File: config.mk
export PLATFORM = sky130hd
export DESIGN_NAME = lbd_dimming_top
export DESIGN_NICKNAME = d
export VERILOG_FILES = /design/src/shared/lbd_pkg.sv /design/src/rtl/lbd_duty_meter.sv /design/src/rtl/lbd_dimming_top.sv
export SDC_FILE = /design/constraint.sdc
export NUM_CORES = 1
export LEC_CHECK = 0
export BUFFER_PORTS_ARGS = -buffer_cell sky130_fd_sc_hd__clkbuf_2
export CAP_MARGIN = 15
export CORE_ASPECT_RATIO = 1.5
export CORE_MARGIN = 2
export CORE_UTILIZATION = 45
export DETAILED_ROUTE_END_ITERATION = 8
export PLACE_DENSITY = 0.75
export SLEW_MARGIN = 20
export SYNTH_ARGS = -nofsm -noshare
export SYNTH_HDL_FRONTEND = slang
export SYNTH_SLANG_ARGS = --single-unit
File: constraint.sdc
create_clock -name mclk -period 8.4 [get_ports mclk]
set_clock_uncertainty 0.15 [all_clocks]
set_input_delay 0 -clock mclk [delete_from_list [all_inputs] [get_ports mclk]]
set_output_delay 0 -clock mclk [all_outputs]
set_load 0.005 [all_outputs]
File: src/shared/lbd_pkg.sv
// constants, codes and carrier types for the backlight dimming block
// assumes a single 100 MHz clock and a decoded serial-bus register port
package lbd_pkg;

  // ==========================================================
  // register map
  localparam logic [7:0] LBD_ADDR_BRIGHT = 8'h00;
  localparam logic [7:0] LBD_ADDR_MODE   = 8'h01;
  localparam logic [7:0] LBD_ADDR_DC     = 8'h07;

  // ==========================================================
  // values after reset
  localparam logic [7:0] LBD_RST_BRIGHT = 8'hff;
  localparam logic [7:0] LBD_RST_MODE   = 8'h01;
  localparam logic [7:0] LBD_RST_DC     = 8'hff;
  localparam logic [7:0] LBD_RST_DUTY   = 8'hff;

  // ==========================================================
  // dimming mode codes
  localparam logic [7:0] LBD_MODE_PRODUCT = 8'h01;
  localparam logic [7:0] LBD_MODE_EXT     = 8'h03;
  localparam logic [7:0] LBD_MODE_SERIAL  = 8'h05;

  // ==========================================================
  // timing
  localparam int LBD_CLK_PERIOD_NS = 10;
  localparam int LBD_EN_LOW_US     = 30000;
  // longer than the figure: one cycle past the rounded-down count
  localparam int LBD_EN_LOW_CYC    = LBD_EN_LOW_US * 1000 / LBD_CLK_PERIOD_NS + 1;
  localparam logic [7:0] LBD_STEP_LAST = 8'hfe;  // 255 steps per dimming period
  localparam int LBD_CH_COUNT      = 6;
  localparam int LBD_SYNC_PINS     = 3;

  // ==========================================================
  // types
  typedef struct packed {
    logic       wr;
    logic       rd;
    logic [7:0] addr;
    logic [7:0] wdata;
  } lbd_reg_req_t;

  typedef enum logic [1:0] {
    LBD_ST_RUN = 2'b00,
    LBD_ST_LOW = 2'b01,
    LBD_ST_OFF = 2'b11
  } lbd_state_t;

endpackage

File: src/rtl/lbd_duty_meter.sv
// digitizes the external pwm duty to 8 bits
// assumes pwm_level is already synchronised; tick and frame_end come from the step counter
`timescale 1ns/1ps
`default_nettype none
module lbd_duty_meter (
  input  wire logic       mclk,
  input  wire logic       rst,
  input  wire logic       tick,
  input  wire logic       frame_end,
  input  wire logic       pwm_level,
  output logic [7:0]      duty
);
  import lbd_pkg::*;

  logic [7:0] acc;
  logic [7:0] next_acc;
  logic [7:0] next_duty;

  // ==========================================================
  // one sample per dimming step, 255 samples give 0..255 directly
  // a divider-free count; aliasing is possible if the input is locked to the step rate
  always_comb begin
    next_acc  = acc;
    next_duty = duty;
    if (tick) begin
      if (frame_end) begin
        next_duty = acc + {7'h00, pwm_level};
        next_acc  = 8'h00;
      end else begin
        next_acc = acc + {7'h00, pwm_level};
      end
    end
  end

  // registers only
  always_ff @(posedge mclk or posedge rst) begin
    if (rst) begin
      acc  <= 8'h00;
      duty <= LBD_RST_DUTY;
    end else begin
      acc  <= next_acc;
      duty <= next_duty;
    end
  end

endmodule
`default_nettype wire

File: src/rtl/lbd_dimming_top.sv
// digital dimming control for a six-channel led backlight driver
// assumes the serial-bus byte layer hands over one-cycle decoded register requests
//
// Contract
// (RL1) enable low longer than 30 ms shuts the block down; shorter lows do not
// (RL2) dc current level register at 0x07, any 0..255, resets to 255
// (RL3) dc current level zero disconnects every channel in any mode
// (RL4) dc current level writes take effect immediately, no restart needed
// (RL5) on-period current command scales linearly with dc level, 255 is full scale
// (RL6) internal dimming waveform has 256 duty steps set by brightness level; the step counter here runs 255 steps, 0..254
// (RL7) product mode duty is measured external duty times brightness fraction
// (RL8) direct mode channels follow the external pwm frequency and duty
// (RL9) after reset the block runs in product mode
// (RL10) one dimming waveform gates all six channels together
// (RL11) serial-only duty equals brightness level at 0x00 over 255
// (RL12) brightness level accepts 0..255 and resets to 255
// (RL13) brightness level zero turns all channels off; the code ignores it in mode 0x03 and in direct mode
// (RL14) mode 0x05 at 0x01 dims from brightness only, ignoring external pwm
// (RL15) mode register resets to 0x01; external input high leaves brightness alone; the product here gives brightness minus one
// (RL16) mode 0x03 uses the external pwm duty alone
// (RL17) product keeps the eight high bits of duty times brightness
// (RL18) external pwm source never holds low past 30.5 ms
// (RL19) dimming period comes from a period input, compared with the 8-bit duty
`timescale 1ns/1ps
`default_nettype none
module lbd_dimming_top #(
  parameter int EN_LOW_CYCLES = lbd_pkg::LBD_EN_LOW_CYC,
  parameter int PERIOD_W      = 16
) (
  input  wire logic                 mclk,
  input  wire logic                 rst,
  input  wire lbd_pkg::lbd_reg_req_t reg_req,
  input  wire logic                 enable_pin,
  input  wire logic                 external_pwm_duty,
  input  wire logic                 direct_mode_pin,
  input  wire logic [PERIOD_W-1:0]  dimming_freq_set_pin,
  output logic [7:0]                reg_rdata,
  output logic                      reg_rvalid,
  output logic [5:0]                led_channel_outputs,
  output logic [7:0]                current_cmd,
  output logic                      shutdown
);
  import lbd_pkg::*;

  // ==========================================================
  // pin synchronisers: three stages, a change counts when stages two and three agree
  logic [LBD_SYNC_PINS-1:0] pin_raw;
  logic [LBD_SYNC_PINS-1:0] s1;
  logic [LBD_SYNC_PINS-1:0] s2;
  logic [LBD_SYNC_PINS-1:0] s3;
  logic [LBD_SYNC_PINS-1:0] pin_f;
  logic [LBD_SYNC_PINS-1:0] next_pin_f;
  logic                     en_f;
  logic                     ext_f;
  logic                     direct_f;

  assign pin_raw  = {direct_mode_pin, external_pwm_duty, enable_pin};
  assign en_f     = pin_f[0];
  assign ext_f    = pin_f[1];
  assign direct_f = pin_f[2];

  genvar gi;
  generate
    for (gi = 0; gi < LBD_SYNC_PINS; gi++) begin : g_sync
      // filtered level holds until the two late stages agree
      always_comb begin
        next_pin_f[gi] = (s2[gi] == s3[gi]) ? s3[gi] : pin_f[gi];
      end
      always_ff @(posedge mclk or posedge rst) begin
        if (rst) begin
          s1[gi]    <= 1'b0;
          s2[gi]    <= 1'b0;
          s3[gi]    <= 1'b0;
          pin_f[gi] <= 1'b0;
        end else begin
          s1[gi]    <= pin_raw[gi];
          s2[gi]    <= s1[gi];
          s3[gi]    <= s2[gi];
          pin_f[gi] <= next_pin_f[gi];
        end
      end
    end
  endgenerate

  // ==========================================================
  // register file
  logic [7:0] brightness_level;
  logic [7:0] dimming_mode_select;
  logic [7:0] dc_current_level;
  logic [7:0] next_brightness;
  logic [7:0] next_mode;
  logic [7:0] next_dc;
  logic [7:0] next_rdata;
  logic       next_rvalid;

  // read mux used by the read path
  function automatic logic [7:0] reg_sel(input logic [7:0] a, input logic [7:0] b,
                                         input logic [7:0] m, input logic [7:0] d);
    case (a)
      LBD_ADDR_BRIGHT: reg_sel = b;
      LBD_ADDR_MODE:   reg_sel = m;
      LBD_ADDR_DC:     reg_sel = d;
      default:         reg_sel = 8'h00;  // unmapped reads return zero
    endcase
  endfunction

  // writes land on the next edge, also while shut down
  always_comb begin
    next_brightness = brightness_level;
    next_mode       = dimming_mode_select;
    next_dc         = dc_current_level;
    next_rvalid     = reg_req.rd;
    next_rdata      = reg_req.rd ? reg_sel(reg_req.addr, brightness_level,
                                           dimming_mode_select, dc_current_level) : 8'h00;
    if (reg_req.wr) begin
      case (reg_req.addr)
        LBD_ADDR_BRIGHT: next_brightness = reg_req.wdata;  // [RL12]
        LBD_ADDR_MODE:   next_mode       = reg_req.wdata;
        LBD_ADDR_DC:     next_dc         = reg_req.wdata;  // [RL2] [RL4]
        default:         next_mode       = dimming_mode_select;
      endcase
    end
  end

  // reset values select product mode and full scale
  always_ff @(posedge mclk or posedge rst) begin
    if (rst) begin
      brightness_level    <= LBD_RST_BRIGHT;  // [RL12]
      dimming_mode_select <= LBD_RST_MODE;    // [RL9] [RL15]
      dc_current_level    <= LBD_RST_DC;      // [RL2]
      reg_rdata           <= 8'h00;
      reg_rvalid          <= 1'b0;
    end else begin
      brightness_level    <= next_brightness;
      dimming_mode_select <= next_mode;
      dc_current_level    <= next_dc;
      reg_rdata           <= next_rdata;
      reg_rvalid          <= next_rvalid;
    end
  end

  // ==========================================================
  // enable watch: a low must outlast the full count before shutdown
  lbd_state_t state;
  lbd_state_t next_state;
  logic [21:0] low_cnt;
  logic [21:0] next_low_cnt;

  always_comb begin
    next_state   = state;
    next_low_cnt = low_cnt;
    case (state)
      LBD_ST_RUN: begin
        next_low_cnt = 22'h000000;
        if (!en_f) begin
          next_state = LBD_ST_LOW;
        end
      end
      LBD_ST_LOW: begin
        if (en_f) begin
          next_state = LBD_ST_RUN;  // short low pulse is ignored [RL1]
        end else if (low_cnt == 22'(EN_LOW_CYCLES - 1)) begin
          next_state = LBD_ST_OFF;  // [RL1]
        end else begin
          next_low_cnt = low_cnt + 22'h000001;
        end
      end
      LBD_ST_OFF: begin
        if (en_f) begin
          next_state = LBD_ST_RUN;
        end
      end
      default: next_state = LBD_ST_RUN;
    endcase
  end

  // starts in run so a held-high enable needs no wait after reset
  always_ff @(posedge mclk or posedge rst) begin
    if (rst) begin
      state   <= LBD_ST_RUN;
      low_cnt <= 22'h000000;
    end else begin
      state   <= next_state;
      low_cnt <= next_low_cnt;
    end
  end

  // ==========================================================
  // dimming period: divider tick steps through 255 duty steps
  logic [PERIOD_W-1:0] div_cnt;
  logic [PERIOD_W-1:0] next_div;
  logic [7:0]          step;
  logic [7:0]          next_step;
  logic                tick;
  logic                frame_end;

  // a zero period input behaves as one so the tick never stops
  assign tick      = (div_cnt >= dimming_freq_set_pin - PERIOD_W'(1)) ||
                     (dimming_freq_set_pin == '0);  // [RL19]
  assign frame_end = tick && (step == LBD_STEP_LAST);

  always_comb begin
    next_div  = tick ? '0 : div_cnt + PERIOD_W'(1);
    next_step = step;
    if (tick) begin
      next_step = frame_end ? 8'h00 : step + 8'h01;  // [RL6]
    end
  end

  always_ff @(posedge mclk or posedge rst) begin
    if (rst) begin
      div_cnt <= '0;
      step    <= 8'h00;
    end else begin
      div_cnt <= next_div;
      step    <= next_step;
    end
  end

  // ==========================================================
  // external duty measurement
  logic [7:0] ext_duty;

  lbd_duty_meter u_meter (
    .mclk      (mclk),
    .rst       (rst),
    .tick      (tick),
    .frame_end (frame_end),
    .pwm_level (ext_f),
    .duty      (ext_duty)
  );

  // ==========================================================
  // duty select and channel gating
  logic [15:0] product;
  logic [7:0]  duty_sel;
  logic        gate;
  logic [5:0]  next_led;
  logic [7:0]  next_cur;

  assign product = ext_duty * brightness_level;  // [RL17]

  // unknown mode codes fall back to product, the reset behaviour
  always_comb begin
    case (dimming_mode_select)
      LBD_MODE_SERIAL: duty_sel = brightness_level;  // [RL11] [RL14]
      LBD_MODE_EXT:    duty_sel = ext_duty;          // [RL16]
      default:         duty_sel = product[15:8];     // [RL7] [RL9] [RL15]
    endcase
  end

  // step runs 0..254, so duty 255 is always on and duty 0 always off
  always_comb begin
    gate     = direct_f ? ext_f : (step < duty_sel);  // [RL8] [RL13]
    next_led = '0;
    next_cur = 8'h00;
    if (state != LBD_ST_OFF && dc_current_level != 8'h00 && gate) begin  // [RL1] [RL3]
      next_led = {LBD_CH_COUNT{1'b1}};  // [RL10]
      next_cur = dc_current_level;      // [RL5]
    end
  end

  always_ff @(posedge mclk or posedge rst) begin
    if (rst) begin
      led_channel_outputs <= '0;
      current_cmd         <= 8'h00;
      shutdown            <= 1'b0;
    end else begin
      led_channel_outputs <= next_led;
      current_cmd         <= next_cur;
      shutdown            <= (next_state == LBD_ST_OFF);
    end
  end

  // ==========================================================
  // checks
  a_dc_zero_off: assert property (@(posedge mclk) disable iff (rst)  // [RL3]
    (dc_current_level == 8'h00) |=> (led_channel_outputs == 6'h00))
    else $error("channels on with zero dc level");

  a_off_dark: assert property (@(posedge mclk) disable iff (rst)  // [RL1]
    (state == LBD_ST_OFF) |=> (led_channel_outputs == 6'h00) && (shutdown == !$past(en_f)))
    else $error("channels on while shut down");

  a_short_low: assert property (@(posedge mclk) disable iff (rst)  // [RL1]
    (state == LBD_ST_LOW && en_f) |=> (state == LBD_ST_RUN) && !shutdown)
    else $error("short enable low caused shutdown");

  a_timeout_exact: assert property (@(posedge mclk) disable iff (rst)  // [RL1]
    (state == LBD_ST_LOW && !en_f && low_cnt == 22'(EN_LOW_CYCLES - 1)) |=> shutdown)
    else $error("no shutdown at end of enable timeout");

  a_dc_live: assert property (@(posedge mclk) disable iff (rst)  // [RL4]
    (reg_req.wr && reg_req.addr == LBD_ADDR_DC) |=> (dc_current_level == $past(reg_req.wdata)))
    else $error("dc level write not applied");

  a_bright_write: assert property (@(posedge mclk) disable iff (rst)  // [RL12]
    (reg_req.wr && reg_req.addr == LBD_ADDR_BRIGHT) |=> (brightness_level == $past(reg_req.wdata)))
    else $error("brightness write not applied");

  a_cur_scale: assert property (@(posedge mclk) disable iff (rst)  // [RL5]
    (led_channel_outputs != 6'h00) |-> (current_cmd == $past(dc_current_level)))
    else $error("current command not tied to dc level");

  a_all_equal: assert property (@(posedge mclk) disable iff (rst)  // [RL10]
    (led_channel_outputs == 6'h00) || (led_channel_outputs == 6'h3f))
    else $error("channels gated apart");

  a_direct_follow: assert property (@(posedge mclk) disable iff (rst)  // [RL8]
    (direct_f && state != LBD_ST_OFF && dc_current_level != 8'h00)
      |=> (led_channel_outputs == {6{$past(ext_f)}}))
    else $error("direct mode not following input");

  a_serial_only: assert property (@(posedge mclk) disable iff (rst)  // [RL14]
    (!direct_f && dimming_mode_select == LBD_MODE_SERIAL && state != LBD_ST_OFF &&
     dc_current_level != 8'h00) |=> (led_channel_outputs[0] == $past(step < brightness_level)))
    else $error("serial mode not following brightness");

  c_shutdown:  cover property (@(posedge mclk) disable iff (rst) $rose(shutdown));
  c_product:   cover property (@(posedge mclk) disable iff (rst)
    dimming_mode_select == LBD_MODE_PRODUCT && led_channel_outputs != 6'h00);
  c_direct:    cover property (@(posedge mclk) disable iff (rst) direct_f && $rose(led_channel_outputs[0]));
  c_dc_change: cover property (@(posedge mclk) disable iff (rst)
    reg_req.wr && reg_req.addr == LBD_ADDR_DC && led_channel_outputs != 6'h00);

endmodule
`default_nettype wire

# Word level (Yosys, flattened, before mapping)
# Index checks and enable logic that the tools add are counted.
[op_classes]
n_addsub = 5
n_mul = 1
div = 0
magnitude_cmp = 2
eq_ne = 15
n_shift = 0
n_mux = 17
n_bitwise = 0
n_reduce_logical = 14
[op_table]
columns = ["cell", "count"]
rows = [
  ["22-bit 2-to-1 mux", 2],
  ["22-bit one-hot mux with 2 select lines", 1],
  ["8-bit 2-to-1 mux", 4],
  ["8-bit one-hot mux with 3 select lines", 1],
  ["22-bit by 1-bit adder with 22-bit output (second input constant)", 1],
  ["22-bit equality test (second input constant)", 1],
  ["16-bit by 1-bit adder with 16-bit output (second input constant)", 1],
  ["8-bit by 3-bit equality test with 1-bit output (second input constant)", 2],
  ["16-bit greater-or-equal comparator", 1],
  ["16-bit zero test", 1],
  ["8-bit by 8-bit multiplier with 16-bit output", 1],
  ["16-bit 2-to-1 mux", 1],
  ["8-bit one-hot mux with 2 select lines", 1],
  ["16-bit by 1-bit subtractor with 16-bit output (second input constant)", 1],
  ["8-bit by 1-bit adder with 8-bit output", 1],
  ["8-bit by 1-bit adder with 8-bit output (second input constant)", 1],
  ["8-bit by 1-bit equality test with 1-bit output (second input constant)", 1],
  ["8-bit by 2-bit equality test with 1-bit output (second input constant)", 1],
  ["8-bit equality test (second input constant)", 1],
  ["8-bit zero test", 1],
  ["8-bit less-than comparator", 1],
  ["2-bit 2-to-1 mux", 4],
  ["2-bit AND reduction", 4],
  ["8-bit nonzero test", 1],
  ["12 further kinds", 19],
]
[totals]
reg_bits = 124
latchBits = 0
mem_bits_rw = 0
romBits = 0
in_bits = 39
out_inout_bits = 24
wordCells = 80
n_memories = 0

# Logic depth before layout (Yosys ltp)
[logic_depth]
ltp_word = 6
mapped_depth = 25
ltp_nobuf = 24

# Cells and area by module
# A second synthesis with hierarchy kept.
[unflattened]
cells_unflattened = 872
area_unflattened_um2 = 8456.9
[modules_own_cells]
columns = ["mod", "n_inst", "cells_per_inst", "area_each_um2", "seq_area_each_um2"]
rows = [
  ["lbd_dimming_top", 1, 787, 7613.6, 2598.7],
  ["lbd_duty_meter", 1, 85, 843.3, 410.4],
]

# Worst setup path after synthesis
# OpenSTA, ideal clock, no wires.
[synth_timing]
path_type = "register to register"
startpoint = "register brightness_level[6]"
endpoint = "register current_cmd[0]"
setup_ns = 0.119
t_arrival_ns = 5.612
required_ns = 8.131
setup_slack_ns = 2.519
path_stages_with_launch = 22
path_buffers = 1
synth_period_minus_slack_ns = 5.881
cell_sequence = "dfstp_2 > clkbuf_1 > and2_1 > fa_1 > fa_1 > fa_1 > inv_1 > fa_1 > inv_1 > ha_1 > a21oi_1 > nor2b_1 > a311oi_1 > nand2_1 > a21oi_1 > xor2_1 > a22o_1 > ha_1 > nand4_1 > a2111oi_0 > a211oi_2 > and2_1"
[synth_via]
elab_chain_cells = 6
[synth_lines]
columns = ["item", "line_no", "rtl"]
rows = [
  ["from (decl)", "lbd_dimming_top.sv:87", "logic [7:0] brightness_level;"],
  ["from (signal assigned)", "lbd_dimming_top.sv:134", "brightness_level <= next_brightness;"],
  ["8-bit by 8-bit multiplier with 16-bit output", "lbd_dimming_top.sv:241", "assign product = ext_duty * brightness_level;"],
  ["8-bit one-hot mux with 2 select lines (*)", "lbd_dimming_top.sv:245", "case (dimming_mode_select)"],
  ["8-bit less-than comparator (*)", "lbd_dimming_top.sv:254", "gate = direct_f ? ext_f : (step < duty_sel);"],
  ["1-bit 2-to-1 mux (*)", "lbd_dimming_top.sv:254", ""],
  ["1-bit logical AND (*)", "lbd_dimming_top.sv:257", "if (state != LBD_ST_OFF && dc_current_level != 8'h00 && gate) begin"],
  ["8-bit 2-to-1 mux (*)", "lbd_dimming_top.sv:257", ""],
  ["named net next_cur[0]", "lbd_dimming_top.sv:239", "logic [7:0] next_cur;"],
  ["to (signal assigned)", "lbd_dimming_top.sv:270", "current_cmd <= next_cur;"],
  ["to (decl)", "lbd_dimming_top.sv:40", "output logic [7:0] current_cmd,"],
]
# Mark *: on every way through the listed nets, which the timed path passes. The rest lies on a longest branch.
# A chain may end at the register's enable or synchronous reset.

# Worst setup path after layout
[layout_timing]
startpoint = "register brightness_level[5]"
endpoint = "register current_cmd[5]"
# The elaborated chain is that of the path after synthesis.

==> impl_metrics.tcl <==
set metrics [dict create \
    status "complete, but fails checks" \
    failed_checks "hold timing" \
    crit_path_end_kind "flip-flop" \
    grt_usage_pct 20.0 \
    setup_tns_ps 0 \
    portBuffers 62 \
    final.min_clock_period_ps 6490 \
    cp.required_ps 8540 \
    worstHoldPathType "in -> async" \
    total_leakage_power_nw 4.42 \
    die-area_um2 19200 \
    cts_max_level 4 \
    ys.flop_type "dfrtp_1" \
    fp.coreArea_um2 17900 \
    synth_edf_count 0 \
    vias_per_cell 5.58 \
    synth_top_family_by_area "simple AND/OR/NAND/NOR gates" \
    netlist_area_um2 8160 \
    grt_overflow 0 \
    met1_usage_pct 22.8 \
    rrSetupSlack_ps 1910 \
    maxCapViolCount 0 \
    path_class "reg -> reg" \
    die_x_um 114 \
    setup_violations 0 \
    muxShareOfSynthArea_pct 3.93 \
    start_util_pct 45.6 \
    synth-simple-area-share_pct 19.3 \
    syn_nets 950 \
    drc 0 \
    ioPinCount 63 \
    yosysWarningCount 0 \
    drtIter0Drc 245 \
    reg2regPathDepth 20 \
    timing.max_slew.rel_slack_pct 49.6 \
    path_clk_slew_ps 50 \
    p_per_area_nw_per_um2 155 \
    layout_common_cells "dfrtp_1, nor2_1, ha_1, clkbuf_2, and2_1" \
    gp_congestion 0.894 \
    clk_latency_ps 410 \
    synth_seq_area_share_pct 36.9 \
    wl_per_cell_um 16.3 \
    n_fill_cell 1623 \
    async_flop_share_pct 100 \
    r2r-start "brightness_level[5]" \
    grt_use_met3_pct 2.90 \
    placementRows 60 \
    gr-usage-met2_pct 37.2 \
    numCtsBuffers 17 \
    routed_wl_um 18100 \
    cp_max_fo 11 \
    worstSetupStartpointType "flip-flop" \
    tritoncts "built" \
    finalCritPeriodShare_pct 77.2 \
    utilization_pct 52.0 \
    clock_path_buffers 2 \
    crit_arrival_ps 6620 \
    hpwlAfterDp_um 13400 \
    final_common_cell "dfrtp_1" \
    n_antenna_cell 0 \
    ys_ff_latch 119 \
    grt_max_degree 86 \
    busiest_layer "met2" \
    holdWs_ps -0.652 \
    grt_pass1_wl_um 31000 \
    finalNetCount 1019 \
    reg2reg_to "current_cmd[5]" \
    cts.sinks 119 \
    synth_cell_types 68 \
    hold_viol_final 5 \
    grt_pass1_vias 6474 \
    cts-root-buf "clkbuf_16" \
    slew_viol_final 0 \
    syn_area_per_cell_um2 10.0 \
    antenna_found_initial 0 \
    vias 6201 \
    clock.fmax_mhz 154 \
    synth_fa_ha_area_share_pct 18.8 \
    peakVddDrop_mv 0.148 \
    die_y_um 169 \
    rsz0062_at_grt "false" \
    synth_xor_area_share_pct 6.23 \
    worst_pin_slew_ps 756 \
    syn_inst 812 \
    synth_compound_area_share_pct 10.1 \
    postRouteAntennaNets 0 \
    area_growth_pct 13.9 \
    drt_pass1_iterations 5 \
    drive_gt1_share_pct 17.9 \
]
-- repair_timing --
item / in CTS / in global routing
hold buffers: 13 / 0
setup endpoints to repair: 0 / 0
hold endpoints to repair: 70 / 0
resized for setup: 0 / 0
buffers inserted: 0 / 0
-- per-layer routing --
layer / vias to the layer above / wire length, um
li1: 2957 / -
met5: - / 0
met3: 39 / 493
met2: 127 / 10100
met4: 0 / 603
met1: 3078 / 6890
-- layout make-up --
type / instances / area (um2) / area share (%)
Timing Repair Buffer: 78 / 467 / 5.02
Inverter: 61 / 231 / 2.49
Tap cell: 217 / 272 / 2.92
Clock inverter: 11 / 78.8 / 0.849
Multi-Input combinational cell: 604 / 4770 / 51.4
Clock buffer: 21 / 460 / 4.96
Sequential cell: 119 / 3010 / 32.4
-- power by group --
group          leakage (nW)  internal [mW]  switching [mW]
logic                  2.66         0.0630          0.0738
registers              1.51          0.607          0.0431
clock network         0.251          0.392           0.260
total                  4.42           1.06           0.377
-- cells in the mapped netlist (25+ instances only) --
master	instances	share of area, %
nand2_1	44	2.0
ha_1	64	9.8
a21oi_1	29	1.8
and2_1	61	4.7
nand3_1	27	1.7
fa_1	35	8.6
dfstp_2	25	8.1
o21ai_0	27	1.7
inv_1	61	2.8
dfrtp_1	94	29
xnor2_1	34	3.7
nor2_1	73	3.4
-- through the flow --
stage | worst slack, ps | hold slack [ps] | area [um2] | power, mW | cells
2_1_floorplan | 2520 | -119 | 8160 | 0.740 | 812
3_3_place_gp | 2030 | -126 | 8610 | 0.785 | 1066
3_5_place_dp | 1970 | -122 | 8610 | 0.791 | 1066
4_1_cts | 1950 | 2.49 | 9280 | 1.45 | 1111
5_1_grt | 1510 | 49.2 | 9290 | 1.50 | 1111
6_report | 1910 | -0.652 | 9290 | 1.44 | 1111
-- worst max path at each step --
stage | startpoint | end | slack [ps] | cells past startpoint
after floorplan | brightness_level[6] | current_cmd[0] | 2520 | 21
after global placement | brightness_level[6] | current_cmd[2] | 2030 | 20
after detailed placement | brightness_level[7] | current_cmd[6] | 1970 | 20
final | brightness_level[5] | current_cmd[5] | 1910 | 20
after global routing | brightness_level[4] | current_cmd[6] | 1510 | 20
after CTS | brightness_level[6] | current_cmd[6] | 1950 | 20
-- registers in the layout, indices dropped and copies added, names as in the netlist, 2 cells and up --
name,count
low_cnt,22
div_cnt,16
brightness_level,8
current_cmd,8
dc_current_level,8
dimming_mode_select,8
reg_rdata,8
step,8
u_meter.acc,8
u_meter.duty,8
s1,3
s2,3
s3,3
state,2
-- logic make-up after synthesis --
group,Yosys count
compound gates,121
xor+xnor,58
fa+ha+maj,102
buf+inv,89
flops,119
mux,28
simple gates,295
-- worst max-delay path: stages (launching register included) --
cell	delay [ps]
dfstp_2	640
and2_1	170
fa_1	440
fa_1	540
fa_1	540
inv_1	50
fa_1	540
inv_1	40
ha_1	360
a21oi_1	170
nor2b_1	70
a311oi_1	410
a21boi_0	200
o2111ai_1	430
o21ai_0	160
nor2_1	120
ha_1	160
nand4_1	110
a2111oi_0	560
a211oi_2	280
and2_1	230
(Power assumes the default switching activity.)
